$ cat config.mk
export PLATFORM = sky130hd
export DESIGN_NAME = sroc_top
export DESIGN_NICKNAME = d
export VERILOG_FILES = /design/src/common/sroc_pkg.sv /design/src/hw/sroc_top.sv /design/src/hw/sroc_channel.sv
export SDC_FILE = /design/constraint.sdc
export NUM_CORES = 1
export LEC_CHECK = 0
export BUFFER_PORTS_ARGS = -buffer_cell sky130_fd_sc_hd__buf_2
export CORE_MARGIN = 2
export CORE_UTILIZATION = 59
export CTS_CLUSTER_SIZE = 24
export DETAILED_ROUTE_END_ITERATION = 10
export PLACE_DENSITY = 0.81
export SYNTH_ARGS = -nofsm -noshare
export SYNTH_HDL_FRONTEND = slang
export SYNTH_SLANG_ARGS = --single-unit
$ cat constraint.sdc
create_clock -name ref_clk -period 4.8 [get_ports ref_clk]
set_clock_uncertainty 0.15 [all_clocks]
set_input_delay 1.2 -clock ref_clk [delete_from_list [all_inputs] [get_ports ref_clk]]
set_output_delay 1.2 -clock ref_clk [all_outputs]
set_load 0.02 [all_outputs]
$ cat src/common/sroc_pkg.sv
// Purpose: Shared constants for the system-reference output configuration
// Assumes: Byte-wide register port behind the serial configuration port
// Notes: Eight outputs, two field registers each, one shared enable register

package sroc_pkg;

	// ************************************************************
	// Geometry
	// ************************************************************
	localparam int NUM_OUT = 8;
	localparam int AW = 8;
	localparam int DW = 8;
	localparam int DLY_W = 11;
	localparam int AMP_W = 11;

	// ************************************************************
	// Register offsets, output order A0 A1 A2 B0 B1 C0 C1 D
	// ************************************************************
	localparam logic [7:0] DELAY_ADDR [NUM_OUT] = '{8'h28, 8'h29, 8'h2a,
		8'h38, 8'h39, 8'h48, 8'h49, 8'h58};
	localparam logic [7:0] STATE_ADDR [NUM_OUT] = '{8'h2c, 8'h2d, 8'h2e,
		8'h3c, 8'h3d, 8'h4c, 8'h4d, 8'h5c};
	localparam logic [7:0] ENABLE_ADDR = 8'h76;

	// ************************************************************
	// Field positions, delay register
	// ************************************************************
	localparam int FINE_LO_POS = 5;
	localparam int MUX_POS = 4;
	localparam int COARSE_POS = 1;
	localparam int FINE_HI_POS = 0;

	// ************************************************************
	// Field positions, state register
	// ************************************************************
	localparam int PD_POS = 7;
	localparam int BIAS_POS = 5;
	localparam int STYLE_POS = 4;
	localparam int AMP_POS = 2;

	// ************************************************************
	// Reset values
	// ************************************************************
	localparam logic RST_MUX = 1'b1;
	localparam logic [2:0] RST_COARSE = 3'h0;
	localparam logic [2:0] RST_FINE = 3'h0;
	localparam logic RST_BIAS = 1'b0;
	localparam logic [1:0] RST_AMP = 2'h0;
	localparam logic RST_PD = 1'b0;
	localparam logic RST_STYLE = 1'b0;
	localparam logic RST_EN = 1'b0;

	// ************************************************************
	// Encodings and delay / amplitude figures
	// ************************************************************
	localparam logic SRC_CLOCK = 1'b0;
	localparam logic SRC_SYSREF = 1'b1;
	localparam logic STYLE_LVDS = 1'b0;
	localparam logic STYLE_LVPECL = 1'b1;
	localparam logic [DLY_W-1:0] COARSE_STEP_PS = 11'h0fe;
	localparam logic [DLY_W-1:0] FINE_PS [8] = '{11'h000, 11'h019,
		11'h032, 11'h04b, 11'h055, 11'h06e, 11'h087, 11'h0a0};
	localparam logic [AMP_W-1:0] AMP_STEP_MV = 11'h0fa;

endpackage

$ cat src/hw/sroc_top.sv
// Purpose: Register bank and output control for system-reference outputs
// Assumes: Serial port decoder presents byte writes and reads on reg_*
// Notes: Reserved bits read zero; unmapped addresses read zero
//
// Functional notes
// - Source select 0 routes the channel clock to the output.
// - Source select 1 routes central SYSREF; the field is RW, reset 1.
// - Coarse delay is code times 254 ps, reset code 000.
// - Fine delay adds 0,25,50,75,85,110,135,160 ps, reset code 000.
// - Bias flag biases to LVDS cross-point only with global bias type 1.
// - Amplitude 00..11 gives 250,500,750,1000 mV in both formats.
// - Power-down 1 powers the output off and overrides the rest except the delay.
// - Format bit 0 is LVDS and 1 is LVPECL, reset 0.
// - Enable 0 holds the output low; enable 1 drives the signal.

`timescale 1ns/100ps

module sroc_top #(
	parameter int NUM_OUT = sroc_pkg::NUM_OUT
) (
	// Clock and reset
	input wire logic ref_clk,
	input wire logic reset_n,
	// Register port
	input wire logic [sroc_pkg::AW-1:0] reg_addr,
	input wire logic [sroc_pkg::DW-1:0] reg_wdata,
	input wire logic reg_wr,
	input wire logic reg_rd,
	output logic [sroc_pkg::DW-1:0] reg_rdata,
	// Global control
	input wire logic bias_type,
	// Signal sources
	input wire logic [NUM_OUT-1:0] chan_clk,
	input wire logic sysref_in,
	// Output path
	output logic [NUM_OUT-1:0] out_signal,
	output logic [NUM_OUT-1:0] out_powered,
	output logic [NUM_OUT-1:0] out_lvpecl,
	output logic [NUM_OUT-1:0] out_bias,
	output logic [NUM_OUT-1:0][sroc_pkg::DLY_W-1:0] out_delay_ps,
	output logic [NUM_OUT-1:0][sroc_pkg::AMP_W-1:0] out_amp_mv
);

	// ************************************************************
	// Configuration storage
	// ************************************************************
	logic [NUM_OUT-1:0] mux;
	logic [NUM_OUT-1:0][2:0] coarse;
	logic [NUM_OUT-1:0][2:0] fine;
	logic [NUM_OUT-1:0] bias;
	logic [NUM_OUT-1:0][1:0] amp;
	logic [NUM_OUT-1:0] pd;
	logic [NUM_OUT-1:0] style;
	logic [NUM_OUT-1:0] en;

	// ************************************************************
	// Address decode
	// ************************************************************
	logic [NUM_OUT-1:0] hit_dly;
	logic [NUM_OUT-1:0] hit_st;
	logic hit_en;

	// One hit line per register, shared by the write and read paths
	// so that both always agree on which byte an address selects
	always_comb begin
		hit_en = (reg_addr == sroc_pkg::ENABLE_ADDR);
		for (int i = 0; i < NUM_OUT; i++) begin
			hit_dly[i] = (reg_addr == sroc_pkg::DELAY_ADDR[i]);
			hit_st[i] = (reg_addr == sroc_pkg::STATE_ADDR[i]);
		end
	end

	// ************************************************************
	// Per-output field registers and output channel
	// ************************************************************
	genvar g;
	generate
		for (g = 0; g < NUM_OUT; g++) begin : g_out
			logic wr_dly;
			logic wr_st;
			logic next_mux;
			logic [2:0] next_coarse;
			logic [2:0] next_fine;
			logic next_bias;
			logic [1:0] next_amp;
			logic next_pd;
			logic next_style;
			logic next_en;

			// Field updates on a write to this output's registers;
			// a read in the same cycle still returns the old value
			always_comb begin
				wr_dly = reg_wr && hit_dly[g];
				wr_st = reg_wr && hit_st[g];
				next_mux = mux[g];
				next_coarse = coarse[g];
				next_fine = fine[g];
				next_bias = bias[g];
				next_amp = amp[g];
				next_pd = pd[g];
				next_style = style[g];
				next_en = en[g];
				if (wr_dly) begin
					next_mux = reg_wdata[sroc_pkg::MUX_POS];
					next_coarse = reg_wdata[sroc_pkg::COARSE_POS +: 3];
					next_fine = {reg_wdata[sroc_pkg::FINE_HI_POS],
						reg_wdata[sroc_pkg::FINE_LO_POS +: 2]};
				end
				if (wr_st) begin
					next_pd = reg_wdata[sroc_pkg::PD_POS];
					next_bias = reg_wdata[sroc_pkg::BIAS_POS];
					next_style = reg_wdata[sroc_pkg::STYLE_POS];
					next_amp = reg_wdata[sroc_pkg::AMP_POS +: 2];
				end
				// Enable bits packed MSB-first, output 0 in bit 7
				if (reg_wr && hit_en) begin
					next_en = reg_wdata[NUM_OUT-1-g];
				end
			end

			// Defaults restored on reset; asynchronous so the outputs
			// are in a safe state before the first clock arrives
			always_ff @(posedge ref_clk or negedge reset_n) begin
				if (!reset_n) begin
					mux[g] <= sroc_pkg::RST_MUX;
					coarse[g] <= sroc_pkg::RST_COARSE;
					fine[g] <= sroc_pkg::RST_FINE;
					bias[g] <= sroc_pkg::RST_BIAS;
					amp[g] <= sroc_pkg::RST_AMP;
					pd[g] <= sroc_pkg::RST_PD;
					style[g] <= sroc_pkg::RST_STYLE;
					en[g] <= sroc_pkg::RST_EN;
				end else begin
					mux[g] <= next_mux;
					coarse[g] <= next_coarse;
					fine[g] <= next_fine;
					bias[g] <= next_bias;
					amp[g] <= next_amp;
					pd[g] <= next_pd;
					style[g] <= next_style;
					en[g] <= next_en;
				end
			end

			sroc_channel u_chan (
				.ref_clk(ref_clk),
				.reset_n(reset_n),
				.cfg_mux(mux[g]),
				.cfg_coarse(coarse[g]),
				.cfg_fine(fine[g]),
				.cfg_bias(bias[g]),
				.cfg_amp(amp[g]),
				.cfg_pd(pd[g]),
				.cfg_style(style[g]),
				.cfg_en(en[g]),
				.bias_type(bias_type),
				.chan_clk(chan_clk[g]),
				.sysref_in(sysref_in),
				.out_signal(out_signal[g]),
				.out_powered(out_powered[g]),
				.out_lvpecl(out_lvpecl[g]),
				.out_bias(out_bias[g]),
				.out_delay_ps(out_delay_ps[g]),
				.out_amp_mv(out_amp_mv[g])
			);
		end
	endgenerate

	// ************************************************************
	// Read-back
	// ************************************************************
	logic [NUM_OUT-1:0][sroc_pkg::DW-1:0] img_dly;
	logic [NUM_OUT-1:0][sroc_pkg::DW-1:0] img_st;
	logic [sroc_pkg::DW-1:0] img_en;
	logic [sroc_pkg::DW-1:0] next_rdata;

	// Register images in bus layout; reserved bits are tied low here
	always_comb begin
		img_en = '0;
		for (int i = 0; i < NUM_OUT; i++) begin
			img_dly[i] = '0;
			img_dly[i][sroc_pkg::MUX_POS] = mux[i];
			img_dly[i][sroc_pkg::COARSE_POS +: 3] = coarse[i];
			img_dly[i][sroc_pkg::FINE_LO_POS +: 2] = fine[i][1:0];
			img_dly[i][sroc_pkg::FINE_HI_POS] = fine[i][2];
			img_st[i] = '0;
			img_st[i][sroc_pkg::PD_POS] = pd[i];
			img_st[i][sroc_pkg::BIAS_POS] = bias[i];
			img_st[i][sroc_pkg::STYLE_POS] = style[i];
			img_st[i][sroc_pkg::AMP_POS +: 2] = amp[i];
			// Enable byte is MSB-first: output 0 sits in bit 7
			img_en[NUM_OUT-1-i] = en[i];
		end
	end

	// Unmapped addresses read zero; data held between reads so a
	// slow serial shifter can pick it up at its own pace
	always_comb begin
		next_rdata = reg_rdata;
		if (reg_rd) begin
			next_rdata = '0;
			for (int i = 0; i < NUM_OUT; i++) begin
				if (hit_dly[i]) begin
					next_rdata = img_dly[i];
				end
				if (hit_st[i]) begin
					next_rdata = img_st[i];
				end
			end
			if (hit_en) begin
				next_rdata = img_en;
			end
		end
	end

	always_ff @(posedge ref_clk or negedge reset_n) begin
		if (!reset_n) begin
			reg_rdata <= '0;
		end else begin
			reg_rdata <= next_rdata;
		end
	end

endmodule // sroc_top

$ cat src/hw/sroc_channel.sv
// Purpose: One system-reference output: source select, delay, drive decode
// Assumes: Channel clock and central SYSREF arrive from outside this clock
// Notes: Outputs are registered; delay is given in picoseconds, coarse plus fine

`timescale 1ns/100ps

module sroc_channel (
	// Clock and reset
	input wire logic ref_clk,
	input wire logic reset_n,
	// Configuration
	input wire logic cfg_mux,
	input wire logic [2:0] cfg_coarse,
	input wire logic [2:0] cfg_fine,
	input wire logic cfg_bias,
	input wire logic [1:0] cfg_amp,
	input wire logic cfg_pd,
	input wire logic cfg_style,
	input wire logic cfg_en,
	input wire logic bias_type,
	// Signal sources
	input wire logic chan_clk,
	input wire logic sysref_in,
	// Output path
	output logic out_signal,
	output logic out_powered,
	output logic out_lvpecl,
	output logic out_bias,
	output logic [sroc_pkg::DLY_W-1:0] out_delay_ps,
	output logic [sroc_pkg::AMP_W-1:0] out_amp_mv
);

	// ************************************************************
	// Input synchronisers
	// ************************************************************
	logic [2:0] clk_sync;
	logic [2:0] ref_sync;
	logic clk_filt;
	logic ref_filt;
	logic [2:0] next_clk_sync;
	logic [2:0] next_ref_sync;
	logic next_clk_filt;
	logic next_ref_filt;

	// Change accepted once stages two and three agree
	always_comb begin
		next_clk_sync = {clk_sync[1:0], chan_clk};
		next_ref_sync = {ref_sync[1:0], sysref_in};
		next_clk_filt = (clk_sync[2] == clk_sync[1]) ? clk_sync[2] : clk_filt;
		next_ref_filt = (ref_sync[2] == ref_sync[1]) ? ref_sync[2] : ref_filt;
	end

	always_ff @(posedge ref_clk or negedge reset_n) begin
		if (!reset_n) begin
			clk_sync <= 3'h0;
			ref_sync <= 3'h0;
			clk_filt <= 1'b0;
			ref_filt <= 1'b0;
		end else begin
			clk_sync <= next_clk_sync;
			ref_sync <= next_ref_sync;
			clk_filt <= next_clk_filt;
			ref_filt <= next_ref_filt;
		end
	end

	// ************************************************************
	// Output decode
	// ************************************************************
	logic next_signal;
	logic next_powered;
	logic next_lvpecl;
	logic next_bias;
	logic [sroc_pkg::DLY_W-1:0] next_delay;
	logic [sroc_pkg::AMP_W-1:0] next_amp;
	logic src;

	// Power-down wins over format, enable and amplitude
	always_comb begin
		src = (cfg_mux == sroc_pkg::SRC_SYSREF) ?
			ref_filt : clk_filt;
		next_powered = !cfg_pd;
		next_signal = !cfg_pd && cfg_en && src;
		next_lvpecl = !cfg_pd &&
			(cfg_style == sroc_pkg::STYLE_LVPECL);
		// Bias flag is inert unless the global bias type is set
		next_bias = !cfg_pd && cfg_bias && bias_type;
		next_amp = cfg_pd ? '0 :
			sroc_pkg::AMP_W'(({9'h0, cfg_amp} + 11'h001)
			* sroc_pkg::AMP_STEP_MV);
		// Coarse steps plus the nonlinear fine table
		next_delay = sroc_pkg::DLY_W'({8'h0, cfg_coarse}
			* sroc_pkg::COARSE_STEP_PS)
			+ sroc_pkg::FINE_PS[cfg_fine];
	end

	always_ff @(posedge ref_clk or negedge reset_n) begin
		if (!reset_n) begin
			out_signal <= 1'b0;
			out_powered <= 1'b0;
			out_lvpecl <= 1'b0;
			out_bias <= 1'b0;
			out_delay_ps <= '0;
			out_amp_mv <= '0;
		end else begin
			out_signal <= next_signal;
			out_powered <= next_powered;
			out_lvpecl <= next_lvpecl;
			out_bias <= next_bias;
			out_delay_ps <= next_delay;
			out_amp_mv <= next_amp;
		end
	end

endmodule // sroc_channel

==> metrics <==
antenna violations before repair=5; setup violators final=0; Boundary Pins=246; Clock Root Buffer=clkbuf_16; Die H=187 microns; Core ar.=0.0327 sq mm; CP Class=reg2reg; Post-synth EDFFs=0; commonest non-fill, non-tap cell in the layout=dfrtp_1; port bufs=237; Fin Setup TNS=0 ns; net switching power=0.00216 W; final antenna-violating net count=0; Slew HR=0.204; Nets=2,191; row count=66; setup bufs post-CTS=0; Yosys warnings=0; Yosys cell types=74; Synth async-reset ratio=1.00; Comb pwr share=0.164; flop-to-flop setup slack=1.09 ns; HPWL Detailed=33,400 microns; vias per std cell=5.55; die footprint=0.0348 sq mm; DR iter-0 viols=885; Final WS setup=1.09 ns; crit path max fanout=6; Design Area, Final=0.0224 sq mm; internal power=0.00560 W; crit path DAT=3.97 ns; reg2reg path depth=11; Yosys reg bits=348; main flop type after synthesis=dfrtp_1; largest net degree at the start of global routing=126; Tmin final=3.71 ns; Critical R2R Launch=coarse[9]; Crit path required time=5.05 ns; first-pass GRT wire length=73,900 microns; max-cap viol count=0; switching share of power=0.278; Worst Setup Start Kind=register; Worst Hold Path EP=g_out[6].u_chan.clk_sync[1]; Cell Area, Placed=0.0211 sq mm; routed wire length=46,100 microns; sequential-to-total area share from yosys stat=0.443; share of cells above drive strength 1=0.247; Worst-Skew Late Latency=0.54 ns; TritonCTS clock tree=yes; GPL Wtd Cong=0.910; Max clock buf depth=3; reg-to-reg endpoint=g_out[3].u_chan.out_delay_ps[10]; Power per Cell Area=346 mW/mm^2; global route overflow=0; H-tree depth=2; Cells after Synth=1,673; Layout Area Growth over Synthesis=14.1%; # hold bufs at CTS=0; Worst setup EP type=register; mean post-synth cell area=11.8 sq um; synthesized area=0.0197 sq mm; CTS resizes=0; vias in the first global route=13,400; Max Slew Vio Count=0; Initial Util=0.601; most frequent cells in the layout=340 x dfrtp_1, 236 x buf_2, 214 x ha_1, 131 x mux2_2, 125 x inv_1; final hold violation count=0; VDD IR max=0.000256 V; status=finished clean; total CTS buffers=37; CTS clk-pin slew, worst paths=0.06 ns; gr usage total=0.268; clock power share=0.405; hold wc startpoint=g_out[6].u_chan.clk_sync[0]; fin util=0.686; LEAKAGE=11.5 nW; final period utilization=0.773; Avg WL per Cell=19.5 microns; Vias=13,100; hold path depth=0; Clock Sinks=348; RSZ-0062 raised after global routing=false; Slew @ Worst Pin=1.18 ns; DRC errors left=0; Max Freq=0.269 GHz; Die W=187 microns; Flop pwr share=0.431; worst hold path class=reg2reg; dpl ws=1.17 ns; Tot Pwr=0.00776 W; Filler cells=2,353; drt pass-1 iters=5
==> kinds of logic after synthesis <==
group           share of synthesized area
flops                               0.443
simple gates                       0.0904
fa+ha+maj                           0.205
compound gates                     0.0827
buf+inv                            0.0486
mux                                0.0829
xor+xnor                           0.0468
other cells                      0.000191
==> Yosys cell counts (10+ instances only) <==
cell type  instances  area share
nand3_1           13      0.0033
xor2_1            26       0.012
and2_1            10      0.0032
o21ai_0           88       0.022
buf_4             42       0.016
a21o_1            24      0.0092
buf_2             11      0.0028
ha_1             214        0.14
dfrtp_1          340        0.43
a21oi_1           66       0.017
nor2b_1           73       0.023
nand2b_1          14      0.0045
fa_1              63       0.064
nor2_1            96       0.018
mux2_2           131       0.075
and3_1            17      0.0054
clkbuf_1          28      0.0053
nand2_1           40      0.0076
xnor2_1           79       0.035
o211ai_1          13      0.0050
inv_1            125       0.024
or3_1             12      0.0038
==> area by class of cell <==
cell class                 instances  area [sq um]  area share
multi-input combinational       1125         10000       0.446
sequential                       348          8720       0.389
timing repair buffer             247          1310      0.0584
clock buffer                      48          1060      0.0473
tap                              442           553      0.0247
inverter                         125           469      0.0209
clock inverter                    20           299      0.0133
antenna                            3          7.51    0.000335
==> metal layers <==
| layer | up-vias | part of all wire | track usage |
|---|---|---|---|
| met1 | 6549 | 0.44 | 0.367 |
| met3 | 85 | 0.056 | 0.0481 |
| met4 | 4 | 0.025 | 0.0742 |
| met2 | 404 | 0.48 | 0.443 |
| met5 | - | 0.00065 | 0 |
| li1 | 6039 | - | - |
==> through the flow <==
| step | cells | hold slack, ns |
|---|---|---|
| 3_5_place_dp | 2287 | 0.185 |
| 2_1_floorplan | 1680 | 0.181 |
| 5_1_grt | 2355 | 0.201 |
| 6_report | 2358 | 0.198 |
| 4_1_cts | 2355 | 0.198 |
| 3_3_place_gp | 2287 | 0.183 |
==> power groups by stage <==
stage / clock (W) / sequential, W / combinational, W
after floorplan: 0 / 0.00357 / 0.000618
after CTS: 0.00319 / 0.00334 / 0.00128
after detailed placement: 0 / 0.00339 / 0.00126
after global routing: 0.00331 / 0.00337 / 0.00139
final: 0.00314 / 0.00334 / 0.00127
after global placement: 0 / 0.00338 / 0.00123
==> how the worst max path moves through the flow <==
stage / from / end / cells after the start
after detailed placement: coarse[9] / g_out[3].u_chan.out_delay_ps[10] / 11
after global placement: reg_addr[3] / amp[10] / 5
after CTS: coarse[9] / g_out[3].u_chan.out_delay_ps[10] / 11
final: coarse[9] / g_out[3].u_chan.out_delay_ps[10] / 11
after floorplan: coarse[9] / g_out[3].u_chan.out_delay_ps[10] / 11
after global routing: coarse[10] / g_out[3].u_chan.out_delay_ps[10] / 11
==> worst max-delay path, stage by stage (launching register included) <==
cell,delay [ns]
dfrtp_1,0.46
fa_1,0.71
ha_1,0.26
fa_1,0.26
inv_1,0.08
fa_1,0.49
inv_1,0.06
ha_1,0.22
or3_1,0.42
o2111ai_1,0.22
xor2_1,0.15
o21ai_0,0.10
==> sequential cells by signal (all words and copies together) (netlist names), 3 cells and up <==
register / cells
amp: 16
bias: 8
coarse: 24
en: 8
fine: 24
g_out.u_chan.clk_filt: 8
g_out.u_chan.clk_sync: 24
g_out.u_chan.out_amp_mv: 80
g_out.u_chan.out_bias: 8
g_out.u_chan.out_delay_ps: 88
g_out.u_chan.out_lvpecl: 8
g_out.u_chan.out_powered: 8
g_out.u_chan.out_signal: 8
g_out.u_chan.ref_sync: 3
img_dly: 8
img_st: 16
reg_rdata: 8
No activity file was read; power rests on OpenSTA's default activity.
